$ cat config.mk
export PLATFORM = sky130hd
export DESIGN_NAME = vpa_port
export DESIGN_NICKNAME = d
export VERILOG_FILES = /design/src/hdl/vpa_pkg.sv /design/src/hdl/vpa_sense_if.sv /design/src/hdl/vpa_pin_sense.sv /design/src/hdl/vpa_port.sv
export SDC_FILE = /design/constraint.sdc
export NUM_CORES = 1
export LEC_CHECK = 0
export ABC_AREA = 1
export BUFFER_PORTS_ARGS = -buffer_cell sky130_fd_sc_hd__buf_4
export CAP_MARGIN = 10
export CELL_PAD_IN_SITES_DETAIL_PLACEMENT = 2
export CELL_PAD_IN_SITES_GLOBAL_PLACEMENT = 2
export CORE_MARGIN = 3
export CORE_UTILIZATION = 36
export CTS_CLUSTER_SIZE = 30
export DETAILED_ROUTE_END_ITERATION = 16
export PLACE_DENSITY = 0.95
export SYNTH_ARGS = -nofsm -noshare
export SYNTH_HDL_FRONTEND = slang
export SYNTH_SLANG_ARGS = --single-unit
$ cat constraint.sdc
create_clock -name mclk -period 7.47 [get_ports mclk]
set_input_delay 1.494 -clock mclk [delete_from_list [all_inputs] [get_ports mclk]]
set_output_delay 1.494 -clock mclk [all_outputs]
set_load 0.05 [all_outputs]
$ cat src/hdl/vpa_pkg.sv
package vpa_pkg;

	// ----------------------------------------------------------------
	// Sizes
	// ----------------------------------------------------------------
	localparam int          PIN_N       = 8;
	localparam int          AW          = 8;
	localparam int          DW          = 32;
	localparam int          BYTE_SHIFT  = 2;
	localparam int          SETUP_LSB   = 5;

	// ----------------------------------------------------------------
	// Register indices, byte address is index times four
	// ----------------------------------------------------------------
	localparam logic [AW-1:0] IDX_DRIVE_EN   = 8'h00;
	localparam logic [AW-1:0] IDX_DRIVE_LVL  = 8'h01;
	localparam logic [AW-1:0] IDX_SAMPLED    = 8'h02;
	localparam logic [AW-1:0] IDX_FLAGS      = 8'h03;
	localparam logic [AW-1:0] IDX_EVT_STATUS = 8'h04;
	localparam logic [AW-1:0] IDX_EVT_MASK   = 8'h05;
	localparam logic [AW-1:0] IDX_SETUP_BASE = 8'h10;

	localparam logic [AW-1:0] ADDR_DRIVE_EN   = IDX_DRIVE_EN << BYTE_SHIFT;
	localparam logic [AW-1:0] ADDR_DRIVE_LVL  = IDX_DRIVE_LVL << BYTE_SHIFT;
	localparam logic [AW-1:0] ADDR_SAMPLED    = IDX_SAMPLED << BYTE_SHIFT;
	localparam logic [AW-1:0] ADDR_FLAGS      = IDX_FLAGS << BYTE_SHIFT;
	localparam logic [AW-1:0] ADDR_EVT_STATUS = IDX_EVT_STATUS << BYTE_SHIFT;
	localparam logic [AW-1:0] ADDR_EVT_MASK   = IDX_EVT_MASK << BYTE_SHIFT;
	localparam logic [AW-1:0] ADDR_SETUP_BASE = IDX_SETUP_BASE << BYTE_SHIFT;

	// ----------------------------------------------------------------
	// Reset values
	// ----------------------------------------------------------------
	localparam logic [7:0]  RST_BYTE    = 8'h00;
	localparam logic [7:0]  RST_MASK    = 8'hFF;
	localparam logic [23:0] RD_PAD      = 24'h00_0000;

	// ----------------------------------------------------------------
	// Per-pin setup layout and sense codes
	// ----------------------------------------------------------------
	localparam int          POL_BIT     = 7;
	localparam int          PULL_BIT    = 3;
	localparam int          SENSE_LSB   = 0;
	localparam int          SENSE_W     = 3;
	localparam logic [7:0]  SETUP_WMASK = 8'h8F;

	localparam logic [SENSE_W-1:0] SENSE_NOINT = 3'h0;
	localparam logic [SENSE_W-1:0] SENSE_BOTH  = 3'h1;
	localparam logic [SENSE_W-1:0] SENSE_RISE  = 3'h2;
	localparam logic [SENSE_W-1:0] SENSE_FALL  = 3'h3;
	localparam logic [SENSE_W-1:0] SENSE_OFF   = 3'h4;
	localparam logic [SENSE_W-1:0] SENSE_LOW   = 3'h5;

endpackage

$ cat src/hdl/vpa_sense_if.sv
`timescale 1ns/100ps
interface vpa_sense_if;
	logic [vpa_pkg::PIN_N-1:0][vpa_pkg::SENSE_W-1:0] sense_cfg;
	logic [vpa_pkg::PIN_N-1:0]                       pol;
	logic [vpa_pkg::PIN_N-1:0]                       pin_sync;
	logic [vpa_pkg::PIN_N-1:0]                       sampled;
	logic [vpa_pkg::PIN_N-1:0]                       event_pulse;

	modport core  (output sense_cfg, output pol, output pin_sync,
	               input sampled, input event_pulse);
	modport sense (input sense_cfg, input pol, input pin_sync,
	               output sampled, output event_pulse);
endinterface

$ cat src/hdl/vpa_pin_sense.sv
`timescale 1ns/100ps
module vpa_pin_sense (
	input  wire logic  mclk,
	input  wire logic  rst_n,
	vpa_sense_if.sense sif
);
	// ----------------------------------------------------------------
	// Per-pin sampling and edge/level sense
	// ----------------------------------------------------------------
	logic [vpa_pkg::PIN_N-1:0] sampled_ff;
	logic [vpa_pkg::PIN_N-1:0] nxt_sampled;
	logic [vpa_pkg::PIN_N-1:0] evt;

	genvar g;
	generate
		for (g = 0; g < vpa_pkg::PIN_N; g++) begin : g_pin
			logic buf_on;
			logic in_val;
			// Buffer gate and polarity, no dependence on drive enable
			assign buf_on = (sif.sense_cfg[g] != vpa_pkg::SENSE_OFF);
			assign in_val = sif.pin_sync[g] ^ sif.pol[g];

			// Hold last value while buffer is off
			always_comb begin
				nxt_sampled[g] = buf_on ? in_val : sampled_ff[g];
				unique case (sif.sense_cfg[g])
					vpa_pkg::SENSE_BOTH: evt[g] = in_val ^ sampled_ff[g];
					vpa_pkg::SENSE_RISE: evt[g] = in_val & ~sampled_ff[g];
					vpa_pkg::SENSE_FALL: evt[g] = ~in_val & sampled_ff[g];
					vpa_pkg::SENSE_LOW:  evt[g] = ~in_val;
					default:             evt[g] = 1'b0; // No-int, off, reserved
				endcase
			end
		end
	endgenerate

	// Sample register
	always_ff @(posedge mclk or negedge rst_n) begin
		if (!rst_n) begin
			sampled_ff <= vpa_pkg::RST_BYTE;
		end else begin
			sampled_ff <= nxt_sampled;
		end
	end

	assign sif.sampled     = sampled_ff;
	assign sif.event_pulse = evt;
endmodule

$ cat src/hdl/vpa_port.sv
// How it works
// - Drive-enable bit turns pin driver on
// - Drive enable never gates input buffer
// - Level reaches pin only when driven
// - Sampled register returns pin levels
// - Disabled buffer holds sampled bit
// - Writing one to sampled toggles level
// - Sense match sets pin event flag
// - Writing one clears an event flag
// - Three-bit sense code selects behaviour
// - Polarity flips sampled and driven value
//
// Local design decision: the APB slave port.
`timescale 1ns/100ps
module vpa_port (
	input  wire logic              mclk,
	input  wire logic              rst_n,
	input  wire logic              psel,
	input  wire logic              penable,
	input  wire logic              pwrite,
	input  wire logic [7:0]        paddr,
	input  wire logic [31:0]       pwdata,
	input  wire logic [3:0]        pstrb,
	output logic      [31:0]       prdata,
	output logic                   pready,
	output logic                   pslverr,
	input  wire logic [7:0]        pin_in,
	output logic      [7:0]        pin_out,
	output logic      [7:0]        pin_oe,
	output logic      [7:0]        pin_pullup,
	output logic                   irq
);
	// ----------------------------------------------------------------
	// Reset release
	// ----------------------------------------------------------------
	logic rst_meta_ff;
	logic rst_s_ff;

	// Two-stage release of the async reset
	always_ff @(posedge mclk or negedge rst_n) begin
		if (!rst_n) begin
			rst_meta_ff <= 1'b0;
			rst_s_ff    <= 1'b0;
		end else begin
			rst_meta_ff <= 1'b1;
			rst_s_ff    <= rst_meta_ff;
		end
	end

	// ----------------------------------------------------------------
	// Pin synchroniser
	// ----------------------------------------------------------------
	logic [7:0] pin_meta_ff;
	logic [7:0] pin_sync_ff;

	// Two flops before any sense logic
	always_ff @(posedge mclk or negedge rst_s_ff) begin
		if (!rst_s_ff) begin
			pin_meta_ff <= vpa_pkg::RST_BYTE;
			pin_sync_ff <= vpa_pkg::RST_BYTE;
		end else begin
			pin_meta_ff <= pin_in;
			pin_sync_ff <= pin_meta_ff;
		end
	end

	// ----------------------------------------------------------------
	// State
	// ----------------------------------------------------------------
	logic [7:0]  drive_en_ff,   nxt_drive_en;
	logic [7:0]  drive_lvl_ff,  nxt_drive_lvl;
	logic [7:0]  flags_ff,      nxt_flags;
	logic [7:0]  evt_status_ff, nxt_evt_status;
	logic [7:0]  evt_mask_ff,   nxt_evt_mask;
	logic [7:0]  setup_ff [vpa_pkg::PIN_N];
	logic [7:0]  nxt_setup [vpa_pkg::PIN_N];
	logic [31:0] prdata_ff,     nxt_prdata;
	logic [7:0]  pin_out_ff,    nxt_pin_out;
	logic [7:0]  pin_oe_ff,     nxt_pin_oe;
	logic [7:0]  pullup_ff,     nxt_pullup;
	logic [7:0]  int_en;
	logic [7:0]  rd_byte;
	logic        hit;
	logic        setup_hit;
	logic [2:0]  setup_idx;
	logic        access;
	logic        wr_en;
	logic        rd_done;

	vpa_sense_if sif ();

	vpa_pin_sense vpa_pin_sense_i (
		.mclk  (mclk),
		.rst_n (rst_s_ff),
		.sif   (sif.sense)
	);

	// ----------------------------------------------------------------
	// Setup fields to the sense block
	// ----------------------------------------------------------------
	genvar g;
	generate
		for (g = 0; g < vpa_pkg::PIN_N; g++) begin : g_cfg
			assign sif.sense_cfg[g] =
				setup_ff[g][vpa_pkg::SENSE_LSB +: vpa_pkg::SENSE_W];
			assign sif.pol[g] = setup_ff[g][vpa_pkg::POL_BIT];
			// Sense codes that raise an interrupt
			assign int_en[g] = (sif.sense_cfg[g] == vpa_pkg::SENSE_BOTH)
				|| (sif.sense_cfg[g] == vpa_pkg::SENSE_RISE)
				|| (sif.sense_cfg[g] == vpa_pkg::SENSE_FALL)
				|| (sif.sense_cfg[g] == vpa_pkg::SENSE_LOW);
		end
	endgenerate
	assign sif.pin_sync = pin_sync_ff;

	// ----------------------------------------------------------------
	// APB decode
	// ----------------------------------------------------------------
	// Port registers at the six lowest indices, setup bytes from index 16
	always_comb begin
		setup_hit = (paddr[vpa_pkg::AW-1:vpa_pkg::SETUP_LSB]
			== vpa_pkg::ADDR_SETUP_BASE[vpa_pkg::AW-1:vpa_pkg::SETUP_LSB])
			&& (paddr[vpa_pkg::BYTE_SHIFT-1:0] == 2'b00);
		setup_idx = paddr[vpa_pkg::SETUP_LSB-1:vpa_pkg::BYTE_SHIFT];
		hit       = setup_hit;
		rd_byte   = vpa_pkg::RST_BYTE;
		unique case (paddr)
			vpa_pkg::ADDR_DRIVE_EN: begin
				hit     = 1'b1;
				rd_byte = drive_en_ff;
			end
			vpa_pkg::ADDR_DRIVE_LVL: begin
				hit     = 1'b1;
				rd_byte = drive_lvl_ff;
			end
			vpa_pkg::ADDR_SAMPLED: begin
				hit     = 1'b1;
				rd_byte = sif.sampled;
			end
			vpa_pkg::ADDR_FLAGS: begin
				hit     = 1'b1;
				rd_byte = flags_ff;
			end
			vpa_pkg::ADDR_EVT_STATUS: begin
				hit     = 1'b1;
				rd_byte = evt_status_ff;
			end
			vpa_pkg::ADDR_EVT_MASK: begin
				hit     = 1'b1;
				rd_byte = evt_mask_ff;
			end
			default: begin
				if (setup_hit) begin
					rd_byte = setup_ff[setup_idx];
				end
			end
		endcase
	end

	// Zero-wait slave, error on unmapped address
	assign access  = psel & penable;
	assign pready  = 1'b1;
	assign pslverr = access & ~hit;
	assign wr_en   = access & pwrite & hit & pstrb[0];
	assign rd_done = access & ~pwrite & (paddr == vpa_pkg::ADDR_EVT_STATUS);

	// ----------------------------------------------------------------
	// Register next values
	// ----------------------------------------------------------------
	// Shared state: one copy behind every access path
	always_comb begin
		nxt_drive_en  = drive_en_ff;
		nxt_drive_lvl = drive_lvl_ff;
		nxt_evt_mask  = evt_mask_ff;
		nxt_flags     = flags_ff;
		nxt_setup     = setup_ff;
		nxt_prdata    = prdata_ff;
		if (psel && !penable) begin
			nxt_prdata = {vpa_pkg::RD_PAD, rd_byte};
		end
		if (wr_en) begin
			unique case (paddr)
				vpa_pkg::ADDR_DRIVE_EN:  nxt_drive_en  = pwdata[7:0];
				vpa_pkg::ADDR_DRIVE_LVL: nxt_drive_lvl = pwdata[7:0];
				vpa_pkg::ADDR_SAMPLED:   nxt_drive_lvl = drive_lvl_ff ^ pwdata[7:0];
				vpa_pkg::ADDR_FLAGS:     nxt_flags     = flags_ff & ~pwdata[7:0];
				vpa_pkg::ADDR_EVT_MASK:  nxt_evt_mask  = pwdata[7:0];
				default: begin
					if (setup_hit) begin
						nxt_setup[setup_idx] = pwdata[7:0] & vpa_pkg::SETUP_WMASK;
					end
				end
			endcase
		end
		// Hardware set wins over a same-cycle clear
		nxt_flags      = nxt_flags | sif.event_pulse;
		// Read clears only the bits actually returned
		nxt_evt_status = (evt_status_ff & ~(rd_done ? prdata_ff[7:0] : vpa_pkg::RST_BYTE))
			| sif.event_pulse;
	end

	// Pin drive and pull-up from the next register values
	always_comb begin
		for (int i = 0; i < vpa_pkg::PIN_N; i++) begin
			nxt_pin_oe[i]  = nxt_drive_en[i];
			nxt_pin_out[i] = (nxt_drive_lvl[i] ^ nxt_setup[i][vpa_pkg::POL_BIT])
				& nxt_drive_en[i];
			nxt_pullup[i]  = nxt_setup[i][vpa_pkg::PULL_BIT] & ~nxt_drive_en[i];
		end
	end

	// ----------------------------------------------------------------
	// Registers
	// ----------------------------------------------------------------
	always_ff @(posedge mclk or negedge rst_s_ff) begin
		if (!rst_s_ff) begin
			drive_en_ff   <= vpa_pkg::RST_BYTE;
			drive_lvl_ff  <= vpa_pkg::RST_BYTE;
			flags_ff      <= vpa_pkg::RST_BYTE;
			evt_status_ff <= vpa_pkg::RST_BYTE;
			evt_mask_ff   <= vpa_pkg::RST_MASK;
			prdata_ff     <= {vpa_pkg::RD_PAD, vpa_pkg::RST_BYTE};
			pin_out_ff    <= vpa_pkg::RST_BYTE;
			pin_oe_ff     <= vpa_pkg::RST_BYTE;
			pullup_ff     <= vpa_pkg::RST_BYTE;
			for (int i = 0; i < vpa_pkg::PIN_N; i++) begin
				setup_ff[i] <= vpa_pkg::RST_BYTE;
			end
		end else begin
			drive_en_ff   <= nxt_drive_en;
			drive_lvl_ff  <= nxt_drive_lvl;
			flags_ff      <= nxt_flags;
			evt_status_ff <= nxt_evt_status;
			evt_mask_ff   <= nxt_evt_mask;
			prdata_ff     <= nxt_prdata;
			pin_out_ff    <= nxt_pin_out;
			pin_oe_ff     <= nxt_pin_oe;
			pullup_ff     <= nxt_pullup;
			setup_ff      <= nxt_setup;
		end
	end

	// Outputs
	assign prdata     = prdata_ff;
	assign pin_out    = pin_out_ff;
	assign pin_oe     = pin_oe_ff;
	assign pin_pullup = pullup_ff;
	// Enabled flags or unread status, gated by mask
	assign irq = |(((flags_ff & int_en) | evt_status_ff) & evt_mask_ff);
endmodule

==> reports/metrics.yaml, run 1 <==
areaGrowthSynthToFinish_pct: 14.2
antenna_found_initial: 0
cts.path.max_buffers: 2
max_stage_delay_ns: 0.47
criticalPathCategory: "input port to primary output"
ys_seq_area_share_pct: 45.8
finalCritPeriodShare_pct: 67.4
wl_per_cell_um: 23.0
ys_warn_count: 0
via_count: 8196
hpwlAfterDp_um: 23900
hp-class: "flip-flop to asynchronous set/reset pin"
crit_required_ns: 5.98
utilization_pct: 42.2
use_met1_pct: 31.6
endpoint_kind: "primary output"
clock_sinks: 154
met2_usage_pct: 47.7
cap_viol_max_count: 0
ctsHoldBuffers: 0
worstPathArrival_ns: 3.54
post_cts_buffers: 0
routed_wl_um: 34500
finalSetupViolCount: 0
final_cell_mix: "nand2_1, dfrtp_1, inv_1, nand3_1, o21ai_0"
final_common_cell: "nand2_1"
grt_pass1_vias: 9223
finClkSkew_ns: 0.00977
cp_slowest_cell: "nor2_4"
cp_max_fo: 26
ir_drop_mv: 0.137
post_cts_resized: 0
ff2ff_setup_slack_ns: 5.27
power.density_nw_per_um2: 206
cellLeakagePower_nw: 4.99
ys_seq_elements: 154
yosysTopAreaCell: "dfrtp_1"
synth.avg_cell_area_sq_um: 7.53
start_util_pct: 37.0
fillers: 2681
worst_pin_slew_ns: 1.09
portBuffers: 63
synth_area_leaders: "dfrtp_1, nand2_1, inv_1, nand3_1, o21ai_0"
dp_slack_ns: 2.36
critPathLaunchType: "input port"
holdWs_ns: 0.299
synthesis.area_sq_um: 8440
synthDominantCellAreaShare_pct: 43.3
max_freq_mhz: 199
fp.dieH_um: 159
slew_viol_final: 0
cts_tree: "yes"
dieArea_sq_um: 25300
fin_ws_ns: 2.44
ios: 116
grt_use_total_pct: 27.4
cts_inserted_buffers: 17
setup-tns-final_ns: 0
h-tree-depth: 4
grt_max_degree: 66
gr-total-overflow: 0
rows: 55
cp_num_buf_inv: 3
synth-edff-count: 0
core_area_sq_um: 22800
fin_crit_ns: 5.03
path_cells: "buf_4 -> inv_2 -> nor2_4 -> nand2_2 -> nor2_4 -> nor2_2 -> nand4_4 -> nor2_1 -> buf_4"
synth_flop_cell: "dfrtp_1"
yosys.cell_types.count: 41
cp_top_family: "simple AND/OR/NAND/NOR gates"
gp_congestion: 0.929
route.detailed.drc: 0
insertedDiodeCount: 0
die_w_um: 159
path_clk_slew_ns: 0.07
drive_above_1_share_pct: 12.4
drt_iter0_markers: 540
drtAntennaViolNets: 0
clkLatencyLatePin_ns: 0.45
async_flop_share_pct: 100
synthCells: 1122
root_buffer: "clkbuf_16"
drt_pass1_iterations: 7
rsz0062_at_grt: "no"
status: "finished, final reports clean"
globalRouteMet3Util_pct: 6.61
grt_pass1_wl_um: 53900
hold_viol: 0
vias_per_cell: 5.46
top_usage_layer: "met2"
slew_headroom_pct: 27.0
final_net_count: 1249
==> layer usage <==
metal	vias up	share of wire [%]
li1	3647	-
met2	249	50
met3	106	5.5
met4	0	4.5
met1	4194	40
met5	-	0
==> power breakdown <==
group / internal, W / switching [W] / total (W) / leakage, nW
clock network: 0.000441 / 0.000406 / 0.000847 / 0.263
registers: 0.000859 / 0.0000205 / 0.000880 / 1.88
logic: 0.0000614 / 0.000200 / 0.000261 / 2.85
==> worst paths after layout <==
check	from	end	depth (start not counted)
worst min-delay path	rst_s_ff	pin_meta_ff[3]	0
worst max-delay path	paddr[2]	pslverr	9
worst min register to register	rst_s_ff	pin_meta_ff[3]	0
min in group mclk	pin_meta_ff[3]	pin_sync_ff[3]	0
max in group asynchronous	rst_s_ff	pin_out[0]	2
worst max register to register	rst_s_ff	pin_out[0]	2
==> cell families after synthesis <==
group	count (synthesis)	synth area share, %
flip-flops	154	45.8
AO/OA/AOI/OAI	198	12.9
XOR/XNOR	15	1.56
buffers and inverters	213	11.0
other	2	0.0889
adder cells (fa/ha/maj)	16	2.37
AND/OR/NAND/NOR	524	26.3
==> area by class of cell <==
class / count / area [sq um] / share of cell area, %
sequential: 154 / 3870 / 40.1
timing repair buffer: 68 / 510 / 5.29
clock buffer: 19 / 443 / 4.59
inverter: 156 / 586 / 6.07
tap: 313 / 392 / 4.06
clock inverter: 13 / 105 / 1.09
multi-input combinational: 779 / 3740 / 38.8
==> metrics by stage <==
step | cell area [sq um] | instances | power, W
2_1_floorplan | 8530 | 1146 | 0.00107
3_3_place_gp | 9100 | 1470 | 0.00114
3_5_place_dp | 9100 | 1470 | 0.00115
4_1_cts | 9640 | 1502 | 0.00200
5_1_grt | 9640 | 1502 | 0.00206
6_report | 9640 | 1502 | 0.00199
==> Yosys cell counts (6+ instances only) <==
library cell / number
a31oi_1: 8
a21oi_1: 45
ha_1: 16
o21ai_1: 39
buf_2: 10
xnor2_1: 8
nand3_1: 98
clkbuf_1: 16
nor2_2: 6
dfrtp_1: 146
o21ai_0: 71
dfstp_2: 8
inv_2: 15
xor2_1: 7
nand2_2: 6
inv_1: 139
buf_4: 26
nor2_1: 69
nand2_1: 325
o22ai_1: 13
o2111ai_1: 6
Power figures use the tool's default switching activity.
==> inputs of run 2 (changes only) <==
Settings changed: ABC_AREA 1 to 0, CORE_UTILIZATION 36 to 34, PLACE_DENSITY 0.95 to 0.87.
Clock period 7.47 ns to 4.6 ns, I/O delays scaled along.
==> reports/metrics.yaml, run 2 <==
synth_area_leaders: "dfrtp_1, mux4_2, mux2_2, mux2i_1, dfstp_2"
seq_area_sq_um: 3870
cts_tree: "yes"
status: "finished, final reports clean"
finalCritPeriodShare_pct: 69.2
hold_viol: 0
slew_viol_final: 0
dp_slack_ns: 1.01
drive_above_1_share_pct: 25.6
rsz0062_at_grt: "no"
clock_sinks: 154
finalNonFillerCells: 1026
drt_iter0_markers: 306
root_buffer: "clkbuf_16"
worst_pin_slew_ns: 1.06
clock_power_share_pct: 45.9
routed_wl_um: 24600
insertedDiodeCount: 0
hpwlAfterDp_um: 16600
synth.most_common_cell: "dfrtp_1"
p_switching_w: 0.000791
vias_per_cell: 5.45
final_net_count: 806
synth_flop_cell: "dfrtp_1"
ctsHoldBuffers: 0
hp-class: "input port to asynchronous set/reset pin"
cts.path.max_buffers: 2
grt_use_total_pct: 20.8
worstPathArrival_ns: 3.53
synthDominantCellAreaShare_pct: 46.6
h-tree-depth: 4
pwr-share-comb_pct: 8.3
p_int_w: 0.00235
synth-edff-count: 0
post_cts_resized: 0
cap_viol_max_count: 0
synthCells: 676
ir_drop_mv: 0.266
dieArea_sq_um: 24900
die_w_um: 158
seqPwrFrac_pct: 45.8
crit_required_ns: 4.94
slew_headroom_pct: 29.1
multi_input_area_sq_um: 3650
areaGrowthSynthToFinish_pct: 16.1
ys_warn_count: 0
fp.dieH_um: 158
endpoint_kind: "flip-flop"
via_count: 5592
power.density_nw_per_um2: 345
grt_pass1_vias: 6446
drtAntennaViolNets: 0
path_clk_slew_ns: 0.06
gp_congestion: 0.787
ys_seq_area_share_pct: 49.3
drt_pass1_iterations: 4
async_flop_share_pct: 100
yosysTopAreaCell: "dfrtp_1"
critPathLaunchType: "input port"
fin_ws_ns: 1.42
yosys.cell_types.count: 48
finClkSkew_ns: 0.00629
synth_common_cells: "dfrtp_1, nor2_1, mux2_2"
grt_max_degree: 81
utilization_pct: 40.9
fin_crit_ns: 3.18
ios: 116
core_area_sq_um: 22200
portBuffers: 63
grt_pass1_wl_um: 39000
ys_seq_elements: 154
gr-total-overflow: 0
place_inst: 994
post_cts_buffers: 0
swShare_pct: 25.2
antenna_found_initial: 0
synthesis.area_sq_um: 7830
final_cell_mix: "dfrtp_1, buf_4, nor2_1, mux2_2, nand2_1"
criticalPathCategory: "input port to flip-flop"
max_freq_mhz: 314
clkLatencyLatePin_ns: 0.43
route.detailed.drc: 0
fillers: 2239
wl_per_cell_um: 23.9
final_common_cell: "dfrtp_1"
cp_max_fo: 14
start_util_pct: 35.2
setup-tns-final_ns: 0
cts_inserted_buffers: 17
synth.avg_cell_area_sq_um: 11.6
rows: 54
finalSetupViolCount: 0
cellLeakagePower_nw: 4.35
run 2: cell types whose count changed in the layout (fill, tap and decap cells not counted), sizes merged, moves of 18 or more:
cell and delta:
nor2 -30, o21ai -98, nand2 -288, inv -135, mux2 +48, nand3 -98, nor2b +21, mux2i +39
mux4 +24, nand2b +19, a21o +18, a21oi -23
run 2: per-layer routing:
layer  up-vias  share of wire [%]  track usage (%)
li1       2457                  -                -
met1      2974                 43             26.8
met2       128                 51             35.8
met3        33                3.9             3.61
met4         0                2.0             6.40
met5         -                  0                0
run 2: final timing paths:
path,cells after the start,slack [ns],end,start
max,7,1.42,pin_out[5],psel
min,1,0.26,rst_s_ff,rst_n
max reg2reg,7,2.62,flags_ff[6],setup_ff[15]
min reg2reg,0,0.35,pin_sync_ff[5],pin_meta_ff[5]
max in group asynchronous,1,3.10,evt_mask_ff[7],rst_s_ff
min in group mclk,0,0.35,pin_sync_ff[5],pin_meta_ff[5]
run 2: power groups by stage:
stage	Sequential, W	Combinational, W	Clock [W]
final	0.00144	0.000260	0.00144
after global routing	0.00144	0.000283	0.00153
after CTS	0.00144	0.000263	0.00147
after detailed placement	0.00146	0.000257	0
after global placement	0.00146	0.000244	0
after floorplan	0.00146	0.000185	0
run 2: logic make-up after synthesis:
group                    synth area share (%)
buffers and inverters                    5.32
AND/OR/NAND/NOR                          13.6
other                                  0.0959
adder cells (fa/ha/maj)                  2.56
multiplexers                             18.8
flip-flops                               49.3
XOR/XNOR                                 1.01
AO/OA/AOI/OAI                            9.28
run 2: area by class of cell:
type	instances	area share, %
clock inverters	11	1.61
well taps	280	3.85
clock buffers	21	4.95
inverters	26	1.07
multi-input cells	465	40.1
flip-flops and latches	154	42.5
repair buffers	69	5.84
run 2: worst max-delay path, stage by stage:
cell and delay [ns]:
buf_4 0.10, nand4_1 0.63, buf_4 0.46, nor4_4 0.67, mux2_2 0.44, nand2b_1 0.15, mux2i_1 0.15
run 2: stage by stage:
step	area, sq um	total power (W)	hold WS [ns]
3_3_place_gp	8490	0.00170	0.334
4_1_cts	9090	0.00317	0.237
5_1_grt	9090	0.00325	0.245
2_1_floorplan	7920	0.00164	0.331
3_5_place_dp	8490	0.00172	0.339
6_report	9090	0.00314	0.259
==> inputs of run 3 (changes only) <==
Clock period 4.6 ns to 2.55 ns, I/O delays scaled along.
==> reports/metrics.yaml, run 3 (synthesis results as in run 2) <==
clkLatencyLatePin_ns: 0.44
routed_wl_um: 27200
cellLeakagePower_nw: 4.55
cp_max_fo: 5
worstPathArrival_ns: 1.93
clock_sinks: 154
finClkSkew_ns: 0.00665
route.detailed.drc: 0
critPathLaunchType: "flip-flop"
fillers: 2228
finalSetupViolCount: 0
via_count: 5936
rsz0062_at_grt: "no"
start_util_pct: 35.2
drt_pass1_iterations: 4
die_w_um: 158
drt_iter0_markers: 352
design_area_sq_um: 9470
hp-class: "input port to flip-flop"
hp-start: "pin_in[1]"
cap_viol_max_count: 0
antenna_found_initial: 0
grt_max_degree: 65
hpwlAfterDp_um: 18500
areaGrowthSynthToFinish_pct: 20.9
insertedDiodeCount: 0
rows: 54
cts.path.max_buffers: 2
core_area_sq_um: 22200
dieArea_sq_um: 24900
fp.dieH_um: 158
root_buffer: "clkbuf_16"
wl_per_cell_um: 25.6
grt_use_total_pct: 22.5
grt_pass1_wl_um: 41600
slew_headroom_pct: 46.9
total_power_w: 0.00586
max_stage_delay_ns: 0.44
portBuffers: 63
ios: 116
utilization_pct: 42.6
final_common_cell: "dfrtp_1"
place_area_sq_um: 8780
final_net_count: 842
gp_congestion: 0.791
vias_per_cell: 5.59
hold_viol: 0
dp_slack_ns: -0.0571
h-tree-depth: 4
fin_ws_ns: 0.112
path_clk_slew_ns: 0.07
fin_crit_ns: 2.44
setup-tns-final_ns: 0
grt_pass1_vias: 6795
status: "finished, final reports clean"
drtAntennaViolNets: 0
criticalPathCategory: "flip-flop to primary output"
cts_tree: "yes"
crit_required_ns: 2.04
cts_inserted_buffers: 17
finalCritPeriodShare_pct: 95.6
worst_pin_slew_ns: 0.796
gr-total-overflow: 0
endpoint_kind: "primary output"
cp_slowest_cell: "dfrtp_2"
max_freq_mhz: 410
slew_viol_final: 0
final_cell_mix: "dfrtp_1, buf_4, mux2_2, nor2_1, nand2_1"
path_cells: "nand2b_1 -> a21boi_1 -> o21ai_2 -> and4_4 -> nand4_1 -> buf_6"
power.density_nw_per_um2: 619
drive_above_1_share_pct: 30.6
ir_drop_mv: 0.455
r2r_start: "setup_ff[15]"
run 3: changes by cell type in the layout (fill, tap and decap cells not counted), sizes merged:
cell / previous run / this run
buf: 69 / 104
clkbuf: 21 / 18
clkinv: 6 / 3
clkinvlp: 2 / 5
inv: 26 / 28
bufinv: 3 / 4
dlygate4sd3: 0 / 1
run 3: worst max-delay path: cells and delay by family, from the launching register on:
| kind | cells | cell delay [ns] |
|---|---|---|
| AND/OR/NAND/NOR | 3 | 0.58 |
| buffers and inverters | 1 | 0.19 |
| flip-flops | 1 | 0.44 |
| AO/OA/AOI/OAI | 2 | 0.29 |
run 3: final cells by class:
cell class	count	area [sq um]	area share [%]
Clock inverter	14	194	2.05
Sequential cell	154	3870	40.9
Timing Repair Buffer	105	845	8.92
Multi-Input combinational cell	465	3670	38.7
Tap cell	280	350	3.70
Clock buffer	18	439	4.64
Inverter	26	97.6	1.03
run 3: per-stage QoR:
step / hold slack, ns / std cells
after floorplan: 0.214 / 700
after global placement: 0.293 / 1027
after detailed placement: 0.294 / 1027
after CTS: 0.157 / 1060
after global routing: 0.156 / 1062
final: 0.177 / 1062
run 3: power breakdown:
group	total, W	leakage (nW)	switching (W)	internal, W
clock network	0.00277	0.295	0.00110	0.00167
registers	0.00258	2.03	0.0000674	0.00251
logic	0.000518	2.22	0.000343	0.000175
run 3: final timing paths:
path                                  end  slack [ns]  cells after the start
max                                   irq        0.11                      6
min                        pin_meta_ff[1]        0.18                      1
max reg2reg                   flags_ff[6]        0.58                      7
min reg2reg                pin_meta_ff[3]        0.29                      0
max in group asynchronous  evt_mask_ff[4]        1.49                      1
min in group asynchronous  pin_meta_ff[3]        0.29                      0
run 3: metal layers:
metal / GRT usage [%] / up-vias / share of wire, %
li1: - / 2533 / -
met2: 37.4 / 177 / 50
met3: 5.39 / 51 / 4.6
met1: 28.8 / 3175 / 43
met4: 8.31 / 0 / 3.1
met5: 0 / - / 0
run 3: repair_timing:
action / in CTS / in global routing
hold buffers: 1 / 0
endpoints found under the setup margin: 1 / 1
hold endpoints to repair: 2 / 0
pin swaps: 0 / 1
gates resized for setup: 7 / 8
setup buffers: 0 / 2
